File: src/design/abc_pkg.sv
// Shared constants and types for the black-level calibration link
package abc_pkg;
   // Start-of-line method codes
   localparam logic [1:0] MARK_REG     = 2'h0;
   localparam logic [1:0] MARK_PIN_POS = 2'h2;
   localparam logic [1:0] MARK_PIN_NEG = 2'h3;
   // Resolution codes
   localparam logic [1:0] RES_16 = 2'h0;
   localparam logic [1:0] RES_12 = 2'h1;
   localparam logic [1:0] RES_10 = 2'h2;
   localparam logic [1:0] RES_8  = 2'h3;
   // Field widths and reset values
   localparam int          DEL_W      = 7;
   localparam int          BPIX_W     = 10;
   localparam int          ITER_W     = 3;
   localparam int          RATIO_W    = 4;
   localparam logic [7:0]  TARGET_RST = 8'h00;
   localparam logic [7:0]  DAC_RST    = 8'h80;
   // Coarse iteration minimum master clocks, per channel count
   localparam logic [5:0]  CMIN_MONO  = 6'h0b;
   localparam logic [5:0]  CMIN_TWO   = 6'h0b;
   localparam logic [5:0]  CMIN_THREE = 6'h0c;
   // Controller register byte offsets
   localparam logic [7:0]  REG_CTRL    = 8'h00;
   localparam logic [7:0]  REG_TARGET  = 8'h04;
   localparam logic [7:0]  REG_TIMING  = 8'h08;
   localparam logic [7:0]  REG_CMD     = 8'h0c;
   localparam logic [7:0]  REG_STATUS  = 8'h10;
   localparam logic [7:0]  REG_PIXEL   = 8'h14;
   localparam logic [7:0]  REG_RESULT  = 8'h18;
   // Calibration states
   typedef enum logic [2:0] {
      ST_IDLE, ST_DELAY, ST_COARSE, ST_FINE, ST_APPLY
   } abc_state_t;
endpackage

File: src/design/abc_if.sv
// Link between the calibration controller and the calibration device
`timescale 1ns/10ps
interface abc_if;
   // Configuration set by the controller
   logic [1:0]  line_marker_source;
   logic        line_marker_bit;
   logic        sequence_begin_cmd;
   logic [1:0]  resolution;
   logic [1:0]  channel_count;
   logic [3:0]  mclk_per_sample;
   logic [7:0]  red_black_target;
   logic [7:0]  green_black_target;
   logic [7:0]  blue_black_target;
   logic [6:0]  dummy_pixel_delay;
   logic [9:0]  black_pixel_count;
   logic [2:0]  coarse_iteration_limit;
   logic        calib_status_on_output;
   // Line timing from the controller
   logic        output_enable_pin;
   logic        pixel_sample_strobe;
   logic [15:0] adc_code;
   logic [1:0]  adc_channel;
   // Results from the device
   logic [15:0] output_data_bus;
   logic        output_valid;
   logic        marker_taken;
   logic        calib_busy;
   logic [7:0]  offset_dac;
   modport device (
      input  line_marker_source, line_marker_bit, sequence_begin_cmd, resolution,
             channel_count, mclk_per_sample, red_black_target, green_black_target,
             blue_black_target, dummy_pixel_delay, black_pixel_count,
             coarse_iteration_limit, calib_status_on_output, output_enable_pin,
             pixel_sample_strobe, adc_code, adc_channel,
      output output_data_bus, output_valid, marker_taken, calib_busy, offset_dac
   );
   modport host (
      output line_marker_source, line_marker_bit, sequence_begin_cmd, resolution,
             channel_count, mclk_per_sample, red_black_target, green_black_target,
             blue_black_target, dummy_pixel_delay, black_pixel_count,
             coarse_iteration_limit, calib_status_on_output, output_enable_pin,
             pixel_sample_strobe, adc_code, adc_channel,
      input  output_data_bus, output_valid, marker_taken, calib_busy, offset_dac
   );
endinterface

File: src/design/abc_device.sv
// Device end: automatic black-level calibration engine
//
// Function
// - Subtract black average excess from image codes
// - Separate eight-bit target per colour channel
// - Sixteen-bit output compares target at bits 11:4
// - Twelve-bit arithmetic, target matches low byte
// - Ten-bit mode: software zeroes two target LSBs
// - Eight-bit mode: software zeroes four target LSBs
// - Coarse stage steps offset DAC per iteration
// - Fine stage removes residual offset digitally
// - Method 10/11 selects pin, rising/falling edge
// - Method 00 selects register marker
// - Pin pulse spans at least one clock edge
// - First edge after marker bit starts line
// - Device clears marker bit after use
// - Wait dummy pixel count before calibrating
// - Black pixel count bounds both stages
// - Coarse iteration is whole sample periods
// - Device computes rounded-up coarse iteration length
// - Register limits number of coarse iterations
// - Fine stage uses remaining black pixels
// - Test mode shows status on two LSBs
// - Software keeps gain fixed during calibration
// - Sequence-begin command clears itself
//
// Our own choices: the APB interface to the registers and the address map.
`timescale 1ns/10ps
module abc_device #(
   parameter int ACC_W = 22
) (
   // Clock and reset
   input  wire logic pclk,
   input  wire logic presetn,
   input  wire logic clk_en,
   // Link
   abc_if.device     lnk
);
   abc_pkg::abc_state_t state;
   abc_pkg::abc_state_t next_state;
   logic        pin_q;
   logic [9:0]  pix_cnt;
   logic [2:0]  iter_cnt;
   logic [3:0]  iter_pix;
   logic [7:0]  dac;
   logic [ACC_W-1:0] acc [3];
   logic [9:0]  fine_n;
   logic [12:0] excess [3];
   logic [15:0] out_r;
   logic        valid_r;
   logic        taken_r;
   logic        seq_seen;

   // Bring a code to twelve-bit calibration scale
   function automatic logic [11:0] to12(input logic [15:0] c, input logic [1:0] res);
      case (res)
         abc_pkg::RES_16: to12 = c[15:4];
         abc_pkg::RES_12: to12 = c[11:0];
         abc_pkg::RES_10: to12 = {c[9:0], 2'h0};
         default:         to12 = {c[7:0], 4'h0};
      endcase
   endfunction

   // Target per channel, placed in the low byte of a twelve-bit code
   function automatic logic [11:0] tgt12(input logic [1:0] ch);
      case (ch)
         2'h0:    tgt12 = {4'h0, lnk.red_black_target};
         2'h1:    tgt12 = {4'h0, lnk.green_black_target};
         default: tgt12 = {4'h0, lnk.blue_black_target};
      endcase
   endfunction

   // Marker detection
   wire pin_mode   = lnk.line_marker_source[1];
   wire pin_rise   = lnk.output_enable_pin & ~pin_q;
   wire pin_fall   = ~lnk.output_enable_pin & pin_q;
   wire pin_edge   = lnk.line_marker_source[0] ? pin_fall : pin_rise;
   wire reg_mark   = lnk.line_marker_source == abc_pkg::MARK_REG &&
                     lnk.line_marker_bit && !taken_r;
   wire line_start = (pin_mode ? pin_edge : reg_mark) | (lnk.sequence_begin_cmd & ~seq_seen);

   // Coarse iteration length: minimum clocks over clocks per sample, rounded up
   wire [5:0] cmin = lnk.channel_count == 2'h3 ? abc_pkg::CMIN_THREE :
                     lnk.channel_count == 2'h2 ? abc_pkg::CMIN_TWO : abc_pkg::CMIN_MONO;
   wire [3:0] ratio = lnk.mclk_per_sample == 4'h0 ? 4'h1 : lnk.mclk_per_sample;
   wire [5:0] ceil_q = 6'((7'(cmin) + 7'(ratio) - 7'h1) / 7'(ratio));
   wire [3:0] iter_len = ceil_q[3:0] == 4'h0 ? 4'h1 : ceil_q[3:0];

   // Sample path
   wire        strobe   = lnk.pixel_sample_strobe;
   wire [1:0]  ch       = lnk.adc_channel == 2'h3 ? 2'h2 : lnk.adc_channel;
   wire [11:0] code12   = to12(lnk.adc_code, lnk.resolution);
   wire        pix_done = strobe && ch == 2'h2;
   wire        last_blk = pix_cnt == 10'h1;
   wire        coarse_end = iter_cnt >= lnk.coarse_iteration_limit;
   wire signed [13:0] err = $signed({2'h0, code12}) - $signed({2'h0, tgt12(ch)});
   wire signed [ACC_W-1:0] err_x = ACC_W'(err);  // Sign kept so mixed excesses average right
   wire signed [14:0] corr = $signed({3'h0, code12}) - $signed({excess[ch][12], excess[ch][12],
                                                                  excess[ch]});
   wire [11:0] sat12 = corr < 0 ? 12'h000 : corr > 15'sd4095 ? 12'hfff : corr[11:0];
   wire [15:0] scaled = lnk.resolution == abc_pkg::RES_16 ? {sat12, lnk.adc_code[3:0]} :
                        lnk.resolution == abc_pkg::RES_12 ? {4'h0, sat12} :
                        lnk.resolution == abc_pkg::RES_10 ? {6'h0, sat12[11:2]} :
                        {8'h0, sat12[11:4]};
   wire        busy     = state != abc_pkg::ST_IDLE && state != abc_pkg::ST_APPLY;
   wire [1:0]  status2  = {state == abc_pkg::ST_COARSE, state == abc_pkg::ST_FINE};
   wire [15:0] pass_out = state == abc_pkg::ST_APPLY ? scaled : lnk.adc_code;
   wire [15:0] next_out = lnk.calib_status_on_output ? {pass_out[15:2], status2} :
                          pass_out;

   // Next state
   always_comb begin
      next_state = state;
      case (state)
         abc_pkg::ST_IDLE, abc_pkg::ST_APPLY:
            if (line_start) next_state = abc_pkg::ST_DELAY;
         abc_pkg::ST_DELAY:
            if (pix_done && pix_cnt == 10'h0) next_state = abc_pkg::ST_COARSE;
         abc_pkg::ST_COARSE:
            if (lnk.black_pixel_count == 10'h0) next_state = abc_pkg::ST_APPLY;
            else if (pix_done && last_blk) next_state = abc_pkg::ST_APPLY;
            else if (pix_done && coarse_end) next_state = abc_pkg::ST_FINE;
         abc_pkg::ST_FINE:
            if (pix_done && last_blk) next_state = abc_pkg::ST_APPLY;
         default: next_state = abc_pkg::ST_IDLE;
      endcase
   end

   // Calibration engine
   always_ff @(posedge pclk or negedge presetn) begin
      if (!presetn) begin
         state    <= abc_pkg::ST_IDLE;
         pin_q    <= 1'b0;
         pix_cnt  <= 10'h0;
         iter_cnt <= 3'h0;
         iter_pix <= 4'h0;
         dac      <= abc_pkg::DAC_RST;
         fine_n   <= 10'h0;
         taken_r  <= 1'b0;
         seq_seen <= 1'b0;
         for (int i = 0; i < 3; i++) begin
            acc[i]    <= '0;
            excess[i] <= 13'h0;
         end
      end else if (clk_en) begin
         state    <= next_state;
         pin_q    <= lnk.output_enable_pin;
         taken_r  <= reg_mark;
         seq_seen <= lnk.sequence_begin_cmd;
         if (line_start) begin
            pix_cnt  <= 10'(lnk.dummy_pixel_delay);
            iter_cnt <= 3'h0;
            iter_pix <= 4'h0;
            fine_n   <= 10'h0;
            for (int i = 0; i < 3; i++) acc[i] <= '0;
         end else if (pix_done) begin
            case (state)
               abc_pkg::ST_DELAY:
                  if (pix_cnt == 10'h0) pix_cnt <= lnk.black_pixel_count - 10'h1;
                  else pix_cnt <= pix_cnt - 10'h1;
               abc_pkg::ST_COARSE, abc_pkg::ST_FINE: pix_cnt <= pix_cnt - 10'h1;
               default: pix_cnt <= pix_cnt;
            endcase
         end else if (state == abc_pkg::ST_DELAY && strobe && pix_cnt == 10'h0) begin
            pix_cnt <= pix_cnt;
         end
         // Coarse loop: one DAC step per whole-pixel iteration
         if (state == abc_pkg::ST_COARSE && pix_done && !coarse_end) begin
            if (iter_pix + 4'h1 >= iter_len) begin
               iter_pix <= 4'h0;
               iter_cnt <= iter_cnt + 3'h1;
               if (err > 14'sd0 && dac != 8'h00) dac <= dac - 8'h01;
               else if (err < 14'sd0 && dac != 8'hff) dac <= dac + 8'h01;
            end else begin
               iter_pix <= iter_pix + 4'h1;
            end
         end
         // Fine loop: accumulate excess of each black code over its target
         if (state == abc_pkg::ST_FINE && strobe) begin
            acc[ch] <= acc[ch] + err_x;
            if (pix_done) fine_n <= fine_n + 10'h1;
         end
         if (state == abc_pkg::ST_FINE && next_state == abc_pkg::ST_APPLY) begin
            for (int i = 0; i < 3; i++)
               excess[i] <= 13'($signed(acc[i] + (i == ch ? err_x : '0)) /
                                $signed(ACC_W'(fine_n + 10'h1)));
         end
      end
   end

   // Output register: corrected codes in the apply state, raw codes otherwise
   always_ff @(posedge pclk or negedge presetn) begin
      if (!presetn) begin
         out_r   <= 16'h0;
         valid_r <= 1'b0;
      end else if (clk_en) begin
         valid_r <= strobe;
         if (strobe) out_r <= next_out;
      end
   end

   assign lnk.output_data_bus = out_r;
   assign lnk.output_valid    = valid_r;
   assign lnk.marker_taken    = taken_r;
   assign lnk.calib_busy      = busy;
   assign lnk.offset_dac      = dac;
endmodule

File: src/flat_wrapper.sv
// flat-port wrapper written by rule: the top's interface ports become plain ports
module abc_device_flat 
#(
   parameter int ACC_W = 22
)
  (pclk, presetn, clk_en, lnk_line_marker_source, lnk_line_marker_bit, lnk_sequence_begin_cmd, lnk_resolution, lnk_channel_count, lnk_mclk_per_sample, lnk_red_black_target, lnk_green_black_target, lnk_blue_black_target, lnk_dummy_pixel_delay, lnk_black_pixel_count, lnk_coarse_iteration_limit, lnk_calib_status_on_output, lnk_output_enable_pin, lnk_pixel_sample_strobe, lnk_adc_code, lnk_adc_channel, lnk_output_data_bus, lnk_output_valid, lnk_marker_taken, lnk_calib_busy, lnk_offset_dac);
  abc_if lnk_i ();
  input  wire logic pclk;
  input  wire logic presetn;
  input  wire logic clk_en;
  input wire logic [$bits(lnk_i.line_marker_source)-1:0] lnk_line_marker_source;
  input wire logic [$bits(lnk_i.line_marker_bit)-1:0] lnk_line_marker_bit;
  input wire logic [$bits(lnk_i.sequence_begin_cmd)-1:0] lnk_sequence_begin_cmd;
  input wire logic [$bits(lnk_i.resolution)-1:0] lnk_resolution;
  input wire logic [$bits(lnk_i.channel_count)-1:0] lnk_channel_count;
  input wire logic [$bits(lnk_i.mclk_per_sample)-1:0] lnk_mclk_per_sample;
  input wire logic [$bits(lnk_i.red_black_target)-1:0] lnk_red_black_target;
  input wire logic [$bits(lnk_i.green_black_target)-1:0] lnk_green_black_target;
  input wire logic [$bits(lnk_i.blue_black_target)-1:0] lnk_blue_black_target;
  input wire logic [$bits(lnk_i.dummy_pixel_delay)-1:0] lnk_dummy_pixel_delay;
  input wire logic [$bits(lnk_i.black_pixel_count)-1:0] lnk_black_pixel_count;
  input wire logic [$bits(lnk_i.coarse_iteration_limit)-1:0] lnk_coarse_iteration_limit;
  input wire logic [$bits(lnk_i.calib_status_on_output)-1:0] lnk_calib_status_on_output;
  input wire logic [$bits(lnk_i.output_enable_pin)-1:0] lnk_output_enable_pin;
  input wire logic [$bits(lnk_i.pixel_sample_strobe)-1:0] lnk_pixel_sample_strobe;
  input wire logic [$bits(lnk_i.adc_code)-1:0] lnk_adc_code;
  input wire logic [$bits(lnk_i.adc_channel)-1:0] lnk_adc_channel;
  output wire logic [$bits(lnk_i.output_data_bus)-1:0] lnk_output_data_bus;
  output wire logic [$bits(lnk_i.output_valid)-1:0] lnk_output_valid;
  output wire logic [$bits(lnk_i.marker_taken)-1:0] lnk_marker_taken;
  output wire logic [$bits(lnk_i.calib_busy)-1:0] lnk_calib_busy;
  output wire logic [$bits(lnk_i.offset_dac)-1:0] lnk_offset_dac;
  assign lnk_i.line_marker_source = lnk_line_marker_source;
  assign lnk_i.line_marker_bit = lnk_line_marker_bit;
  assign lnk_i.sequence_begin_cmd = lnk_sequence_begin_cmd;
  assign lnk_i.resolution = lnk_resolution;
  assign lnk_i.channel_count = lnk_channel_count;
  assign lnk_i.mclk_per_sample = lnk_mclk_per_sample;
  assign lnk_i.red_black_target = lnk_red_black_target;
  assign lnk_i.green_black_target = lnk_green_black_target;
  assign lnk_i.blue_black_target = lnk_blue_black_target;
  assign lnk_i.dummy_pixel_delay = lnk_dummy_pixel_delay;
  assign lnk_i.black_pixel_count = lnk_black_pixel_count;
  assign lnk_i.coarse_iteration_limit = lnk_coarse_iteration_limit;
  assign lnk_i.calib_status_on_output = lnk_calib_status_on_output;
  assign lnk_i.output_enable_pin = lnk_output_enable_pin;
  assign lnk_i.pixel_sample_strobe = lnk_pixel_sample_strobe;
  assign lnk_i.adc_code = lnk_adc_code;
  assign lnk_i.adc_channel = lnk_adc_channel;
  assign lnk_output_data_bus = lnk_i.output_data_bus;
  assign lnk_output_valid = lnk_i.output_valid;
  assign lnk_marker_taken = lnk_i.marker_taken;
  assign lnk_calib_busy = lnk_i.calib_busy;
  assign lnk_offset_dac = lnk_i.offset_dac;
  abc_device #(.ACC_W(ACC_W)) u_core (.pclk(pclk), .presetn(presetn), .clk_en(clk_en), .lnk(lnk_i));
endmodule
File: config.mk
export PLATFORM = sky130hd
export DESIGN_NAME = abc_device_flat
export DESIGN_NICKNAME = d
export VERILOG_FILES = /design/src/design/abc_pkg.sv /design/src/design/abc_if.sv /design/src/design/abc_device.sv /design/src/flat_wrapper.sv
export SDC_FILE = /design/constraint.sdc
export NUM_CORES = 2
export LEC_CHECK = 0
export ABC_AREA = 1
export BUFFER_PORTS_ARGS = -buffer_cell sky130_fd_sc_hd__buf_2
export CORE_MARGIN = 2
export CORE_UTILIZATION = 44
export CTS_CLUSTER_SIZE = 12
export DETAILED_ROUTE_END_ITERATION = 8
export PLACE_DENSITY = 0.64
export REMOVE_ABC_BUFFERS = 1
export SYNTH_ARGS = -nofsm -noshare
export SYNTH_HDL_FRONTEND = slang
export SYNTH_SLANG_ARGS = --single-unit
export TNS_END_PERCENT = 5
File: constraint.sdc
create_clock -name pclk -period 60.7 [get_ports pclk]
set_input_delay 9.105 -clock pclk [delete_from_list [all_inputs] [get_ports pclk]]
set_output_delay 9.105 -clock pclk [all_outputs]
set_load 0.01 [all_outputs]
# [Word-level counts from Yosys, hierarchy flattened]
# Cells that the tools add are included.
[word_totals] ff_bits=163 out_inout_bits=27 word_cells=158
[classes] addsub=16 div_mod_pow=4 n_lt_le_gt_ge=8 eq_ne=16 mux=52 bitwise_logic=8 n_reduce_logical=37
[op_table] operator="66-bit 2-to-1 mux" n=3
[op_table] operator="22-bit 2-to-1 mux" n=6
[op_table] operator="22-bit adder" n=4
[op_table] operator="10-bit 2-to-1 mux" n=7
[op_table] operator="66-bit bitwise mux" n=1
[op_table] operator="22-bit by 22-bit divider with 22-bit output" n=3
[op_table] operator="16-bit 2-to-1 mux" n=3
[op_table] operator="22-bit binary-select mux with 2-bit select" n=1
[op_table] operator="22-bit demux with 2-bit select" n=1
[op_table] operator="12-bit case mux with 3 select lines" n=1
[op_table] operator="3-bit 2-to-1 mux" n=10
[op_table] operator="14-bit by 1-bit < comparator with 1-bit output, second input constant" n=2
[op_table] operator="13-bit binary-select mux with 2-bit select" n=1
[op_table] operator="13-bit 2-to-1 mux" n=2
[op_table] operator="12-bit 2-to-1 mux" n=2
[op_table] operator="10-bit logical NOT" n=2
[op_table] operator="4-bit 2-to-1 mux" n=5
[op_table] operator="10-bit case mux with 2 select lines" n=1
[op_table] operator="10-bit by 1-bit subtractor with 10-bit output, second input constant" n=2
[op_table] operator="8-bit 2-to-1 mux" n=2
[op_table] operator="8-bit case mux with 2 select lines" n=1
[op_table] operator="14-bit by 1-bit greater-than comparator with 1-bit output, second input constant" n=1
[op_table] operator="14-bit by 13-bit greater-than comparator with 1-bit output, second input constant" n=1
[op_table] operator="1-bit logical AND" n=14
[op_table] operator="43 further kinds" n=65

# [Logic depth before layout (Yosys ltp)]
[logic_depth] word_depth=15 mapped_depth=400

# [Least setup slack after synthesis]
# No wires, ideal clock.
[synth_timing] path_type="input-to-reg" start="in lnk_adc_channel[0]" end="reg u_core.excess[32] (netlist name)" setup_time_ns=0.133 arrival_time_ns=61.194 path_slack_ns=-0.627 cell_stages=386 n_path_buf=25 cell_sequence="inv_1 -> nor2_4 -> inv_1 -> clkbuf_1 -> clkbuf_1 -> o221ai_1 -> ha_1 -> nand2_1 -> o21ai_0 -> nand3_1 -> nand2_1 -> nand3_1 -> nand2_1 -> nand2_1 -> nand2_1 -> xor2_1 -> nor2_1 -> ha_1 -> [... 350 more ...] -> a21boi_0 -> o21a_1 -> o21a_1 -> o21ai_0 -> nand2_1 -> a21o_1 -> a21oi_1 -> o21ai_0 -> a21oi_1 -> nand3_1 -> inv_2 -> nand3_1 -> nor2_4 -> ha_1 -> nand3_1 -> o31ai_1 -> xor2_1 -> o21ai_0"
[synth_between] elab_chain_len=12 elab_cells_between_ends=23 classes_between="add/sub: 2; div: 1; eq/ne: 4; mux: 9; reduce/logical: 7"
[synth_rtl] element="start, declared" line="flat_wrapper.sv:27" text="input wire logic [$bits(lnk_i.adc_channel)-1:0] lnk_adc_channel;"
[synth_rtl] element="2-bit == test" line="abc_device.sv:91" text="wire [1:0] ch = lnk.adc_channel == 2'h3 ? 2'h2 : lnk.adc_channel;"
[synth_rtl] element="2-bit 2-to-1 mux (*)" line="abc_device.sv:91"
[synth_rtl] element="branches (longest 10 deep; another with 22-bit adder)"
[synth_rtl] element="end signal, assigned by index" line="abc_device.sv:185" text="excess[i] <= 13'($signed(acc[i] + (i == ch ? err_x : '0)) /"
[synth_rtl] element="end, declared" line="abc_device.sv:48" text="logic [12:0] excess [3];"
# Every way passes the cells marked *.
# A chain may end at the register's enable or synchronous reset.

# [Worst setup path after layout]
[layout_timing] start="in lnk_resolution[1]" end="reg u_core.excess[10] (netlist name)"
[layout_between] elab_chain_len=6 elab_cells_between_ends=8 classes_between="add/sub: 2; div: 1; eq/ne: 2; mux: 2; reduce/logical: 1"
[layout_rtl] element="start, declared" line="flat_wrapper.sv:14" text="input wire logic [$bits(lnk_i.resolution)-1:0] lnk_resolution;"
[layout_rtl] element="2-bit == test (tied with other cells)" line="abc_device.sv:56" text="case (res)"
[layout_rtl] element="12-bit case mux with 3 select lines (*)" line="abc_device.sv:56"
[layout_rtl] element="12-bit by 8-bit subtractor with 13-bit output (*)" line="abc_device.sv:96" text="wire signed [13:0] err = $signed({2'h0, code12}) - $signed({2'h0, tgt12(ch)});"
[layout_rtl] element="22-bit 2-to-1 mux (*)" line="abc_device.sv:185"
[layout_rtl] element="22-bit adder (*)" line="abc_device.sv:185"
[layout_rtl] element="22-bit by 22-bit divider with 22-bit output (*)" line="abc_device.sv:185"
# Mark *: on every way between the ends. The rest lies on a longest branch, timed or not.

==> flow_metrics.tcl <==
set metrics [dict create \
    status "complete, no violations" \
    ys_seq_area_share_pct 8.35 \
    portBuffers 106 \
    ant_nets 0 \
    grt_start_max_net_pins 88 \
    vias 51900 \
    netlist_area_sq_um 48800 \
    drv_cap 0 \
    clock.fmax_mhz 17.6 \
    grt_usage_pct 25.9 \
    cts_hold_buf 0 \
    setup.worst_path.class "primary input to register" \
    insertion_delay_ns 0.50 \
    required_ns 61.05 \
    ys.warnings.count 0 \
    fin_crit_sh_pct 93.7 \
    die_w_um 337 \
    core_sq_um 110000 \
    initial_utilization_pct 44.2 \
    fin_area_sq_um 56100 \
    clock-sinks 163 \
    cts_tree "done" \
    worstPathMaxFanout 21 \
    cts-htree-levels 4 \
    route.detailed.drc 0 \
    diodes 0 \
    post-synth-top-area-cell "ha_1" \
    tightestPinTransition_ns 1.07 \
    fill_cells 11300 \
    first_global_vias 48300 \
    grt_antenna_before_repair 4 \
    die_area_sq_um 114000 \
    rsz0062_at_grt "yes" \
    ios 107 \
    synth_edf_count 0 \
    cp_top_family "compound AO/OA/AOI/OAI gates" \
    placed_cell_area_sq_um 53000 \
    critPathLaunchType "primary input" \
    drtIter0Drc 3329 \
    dp_hpwl_um 122000 \
    critPathSlowestCell "ha_2" \
    final_max_slew_viol_count 0 \
    max_stage_delay_ns 0.39 \
    cts_root_buf "clkbuf_16" \
    use_met2_pct 45.6 \
    routed_wl_um 152000 \
    cp_common_cell "nand2_1" \
    synth_cell_type_count 90 \
    end_kind "register" \
    use_met3_pct 2.28 \
    clock_skew_ns 0.0186 \
    busiest_layer "met2" \
    placementRows 122 \
    clk_pin_slew_ns 0.07 \
    grt_pass1_wl_um 243000 \
    syn_inst 7779 \
    place_congestion 0.939 \
    hold_viol 0 \
    yosys_most_used_dff "dfrtp_1" \
    wl_per_cell_um 15.6 \
    netlist.area_leader.share_pct 18.3 \
    die_h_um 337 \
    cp.arrival_ns 57.20 \
    use_met1_pct 34.0 \
    min_path_type "register to register" \
    drive_gt1_share_pct 18.3 \
    period_minus_slack_ns 56.85 \
    clockBufferDepth 2 \
    area_growth_pct 14.9 \
    drt-pass1-iter-count 7 \
    synthArstFlopShare_pct 100 \
    synth_seq_cells 163 \
    synth_area_per_cell_sq_um 6.28 \
    grt_overflow 0 \
    ys_top_cells_by_area "ha_1 (18%), nand2_1 (14%), dfrtp_1 (8.3%)" \
    max_slew_margin_pct 28.8 \
    viasPerCell 5.33 \
    numCtsBuffers 17 \
    setup_viol 0 \
    layout.nets 9042 \
    cp.buffers_inverters 69 \
]
==> cell type report <==
cell class / instances / area (sq um) / area share, %
clock buffer: 19 / 443 / 0.789
clock inverter: 13 / 119 / 0.212
inverter: 1152 / 4410 / 7.85
multi-input combinational: 6329 / 41000 / 73.1
sequential: 163 / 4080 / 7.28
tap: 1488 / 1860 / 3.32
timing repair buffer: 570 / 4130 / 7.36
timing repair inverter: 6 / 42.5 / 0.0758
==> stage by stage <==
step / instances / worst slack, ns / setup TNS [ns] / util, % / hold slack (ns)
2_1_floorplan: 7641 / 0.483 / 0 / - / 0.449
3_3_place_gp: 9563 / -0.524 / -1.80 / 48.0 / 0.453
3_5_place_dp: 9563 / -1.38 / -16.86 / 48.0 / 0.467
4_1_cts: 9598 / 0.0342 / 0 / 48.6 / 0.484
5_1_grt: 9740 / -0.546 / -7.53 / 50.8 / 0.511
6_report: 9740 / 3.85 / 0 / 50.8 / 0.486
==> worst paths after layout <==
kind | start | to | slack [ns] | cells after the start
setup / recovery | lnk_resolution[1] | u_core.excess[10] | 3.85 | 364
hold / removal | u_core.lnk.output_data_bus[9] | u_core.lnk.output_data_bus[9] | 0.49 | 2
setup reg to reg | u_core.fine_n[0] | u_core.excess[38] | 12.86 | 349
hold reg to reg | u_core.lnk.output_data_bus[9] | u_core.lnk.output_data_bus[9] | 0.49 | 2
max in group asynchronous | presetn | u_core.excess[1] | 50.42 | 2
min in group asynchronous | presetn | u_core.lnk.offset_dac[2] | 8.68 | 1
==> cells in the mapped netlist (all sizes together), types with 139 or more instances <==
| master | number |
|---|---|
| o21ai | 630 |
| xnor2 | 179 |
| nand2 | 2043 |
| xor2 | 362 |
| a21oi | 469 |
| nor2 | 615 |
| ha | 715 |
| inv | 1128 |
| dfrtp | 162 |
| nand3 | 551 |
| nand4 | 139 |
==> sequential cells by signal (all words and copies together) (netlist names) <==
register	cells
u_core.lnk.marker_taken	1
u_core.fine_n	10
u_core.seq_seen	1
u_core.acc	66
u_core.iter_cnt	3
u_core.excess	39
u_core.lnk.output_data_bus	16
u_core.pin_q	1
u_core.iter_pix	4
u_core.pix_cnt	10
u_core.state	3
u_core.lnk.output_valid	1
u_core.lnk.offset_dac	8
==> cell usage in the layout (no fill, tap or decap), types with 17 or more instances in the layout <==
cell type / n
buf_4: 441
nor2_1: 490
or2_2: 65
nand4_1: 127
dfrtp_1: 161
buf_6: 18
a21oi_1: 349
clkbuf_16: 17
o21ai_2: 57
nand2_4: 52
nand3_1: 419
nand3_4: 33
o21ai_0: 479
ha_1: 699
o31ai_1: 42
nor2_4: 50
buf_2: 105
inv_1: 1040
o21bai_1: 78
nor2_2: 70
inv_2: 80
nand3_2: 100
nand3b_1: 20
a21o_1: 72
xor2_1: 348
nand2_2: 135
o211ai_1: 18
a21oi_2: 118
o21ai_1: 92
nor3_1: 66
nor4_1: 18
xnor2_1: 174
o22ai_1: 62
nand2_1: 1852
==> cell families (layout without fill, tap and decap cells) <==
| family | Yosys count | in the layout | synth area share, % |
|---|---|---|---|
| compound gates | 1505 | 1505 | 17.8 |
| simple gates | 3553 | 3556 | 34.9 |
| mux | 1 | 1 | 0.0205 |
| fa+ha+maj | 723 | 723 | 18.6 |
| xor+xnor | 542 | 542 | 9.80 |
| other cells | 1 | 2 | 0.00768 |
| buf+inv | 1291 | 1760 | 10.5 |
| flops | 163 | 163 | 8.35 |
==> worst reg2reg max path: cells and delay by family (launching register included) <==
kind / cells / cell delay, ns
AO/OA/AOI/OAI: 131 / 19.21
flip-flops: 1 / 0.79
XOR/XNOR: 2 / 0.86
adder cells (fa/ha/maj): 22 / 6.46
AND/OR/NAND/NOR: 128 / 14.64
buffers and inverters: 66 / 5.80
==> metal layers <==
metal / share of wire [%] / routed length, um / up-vias
met3: 4.6 / 6950 / 214
met2: 48 / 72300 / 1093
met5: 0.015 / 23 / -
met4: 2.3 / 3540 / 4
met1: 46 / 69200 / 23900
li1: - / - / 26700
==> timing repair <==
| item | CTS | global route |
|---|---|---|
| cloned | 1 | 10 |
| setup endpoints to repair | 24 | 39 |
| gates resized for setup | 21 | 429 |
| pin swaps | 4 | 160 |
| hold endpoints to repair | 0 | 0 |
| buffers inserted | 2 | 132 |
Power is left out: the tool's default activity adds up to more than one toggle a clock period on the data nets, which glitch-free logic cannot reach.
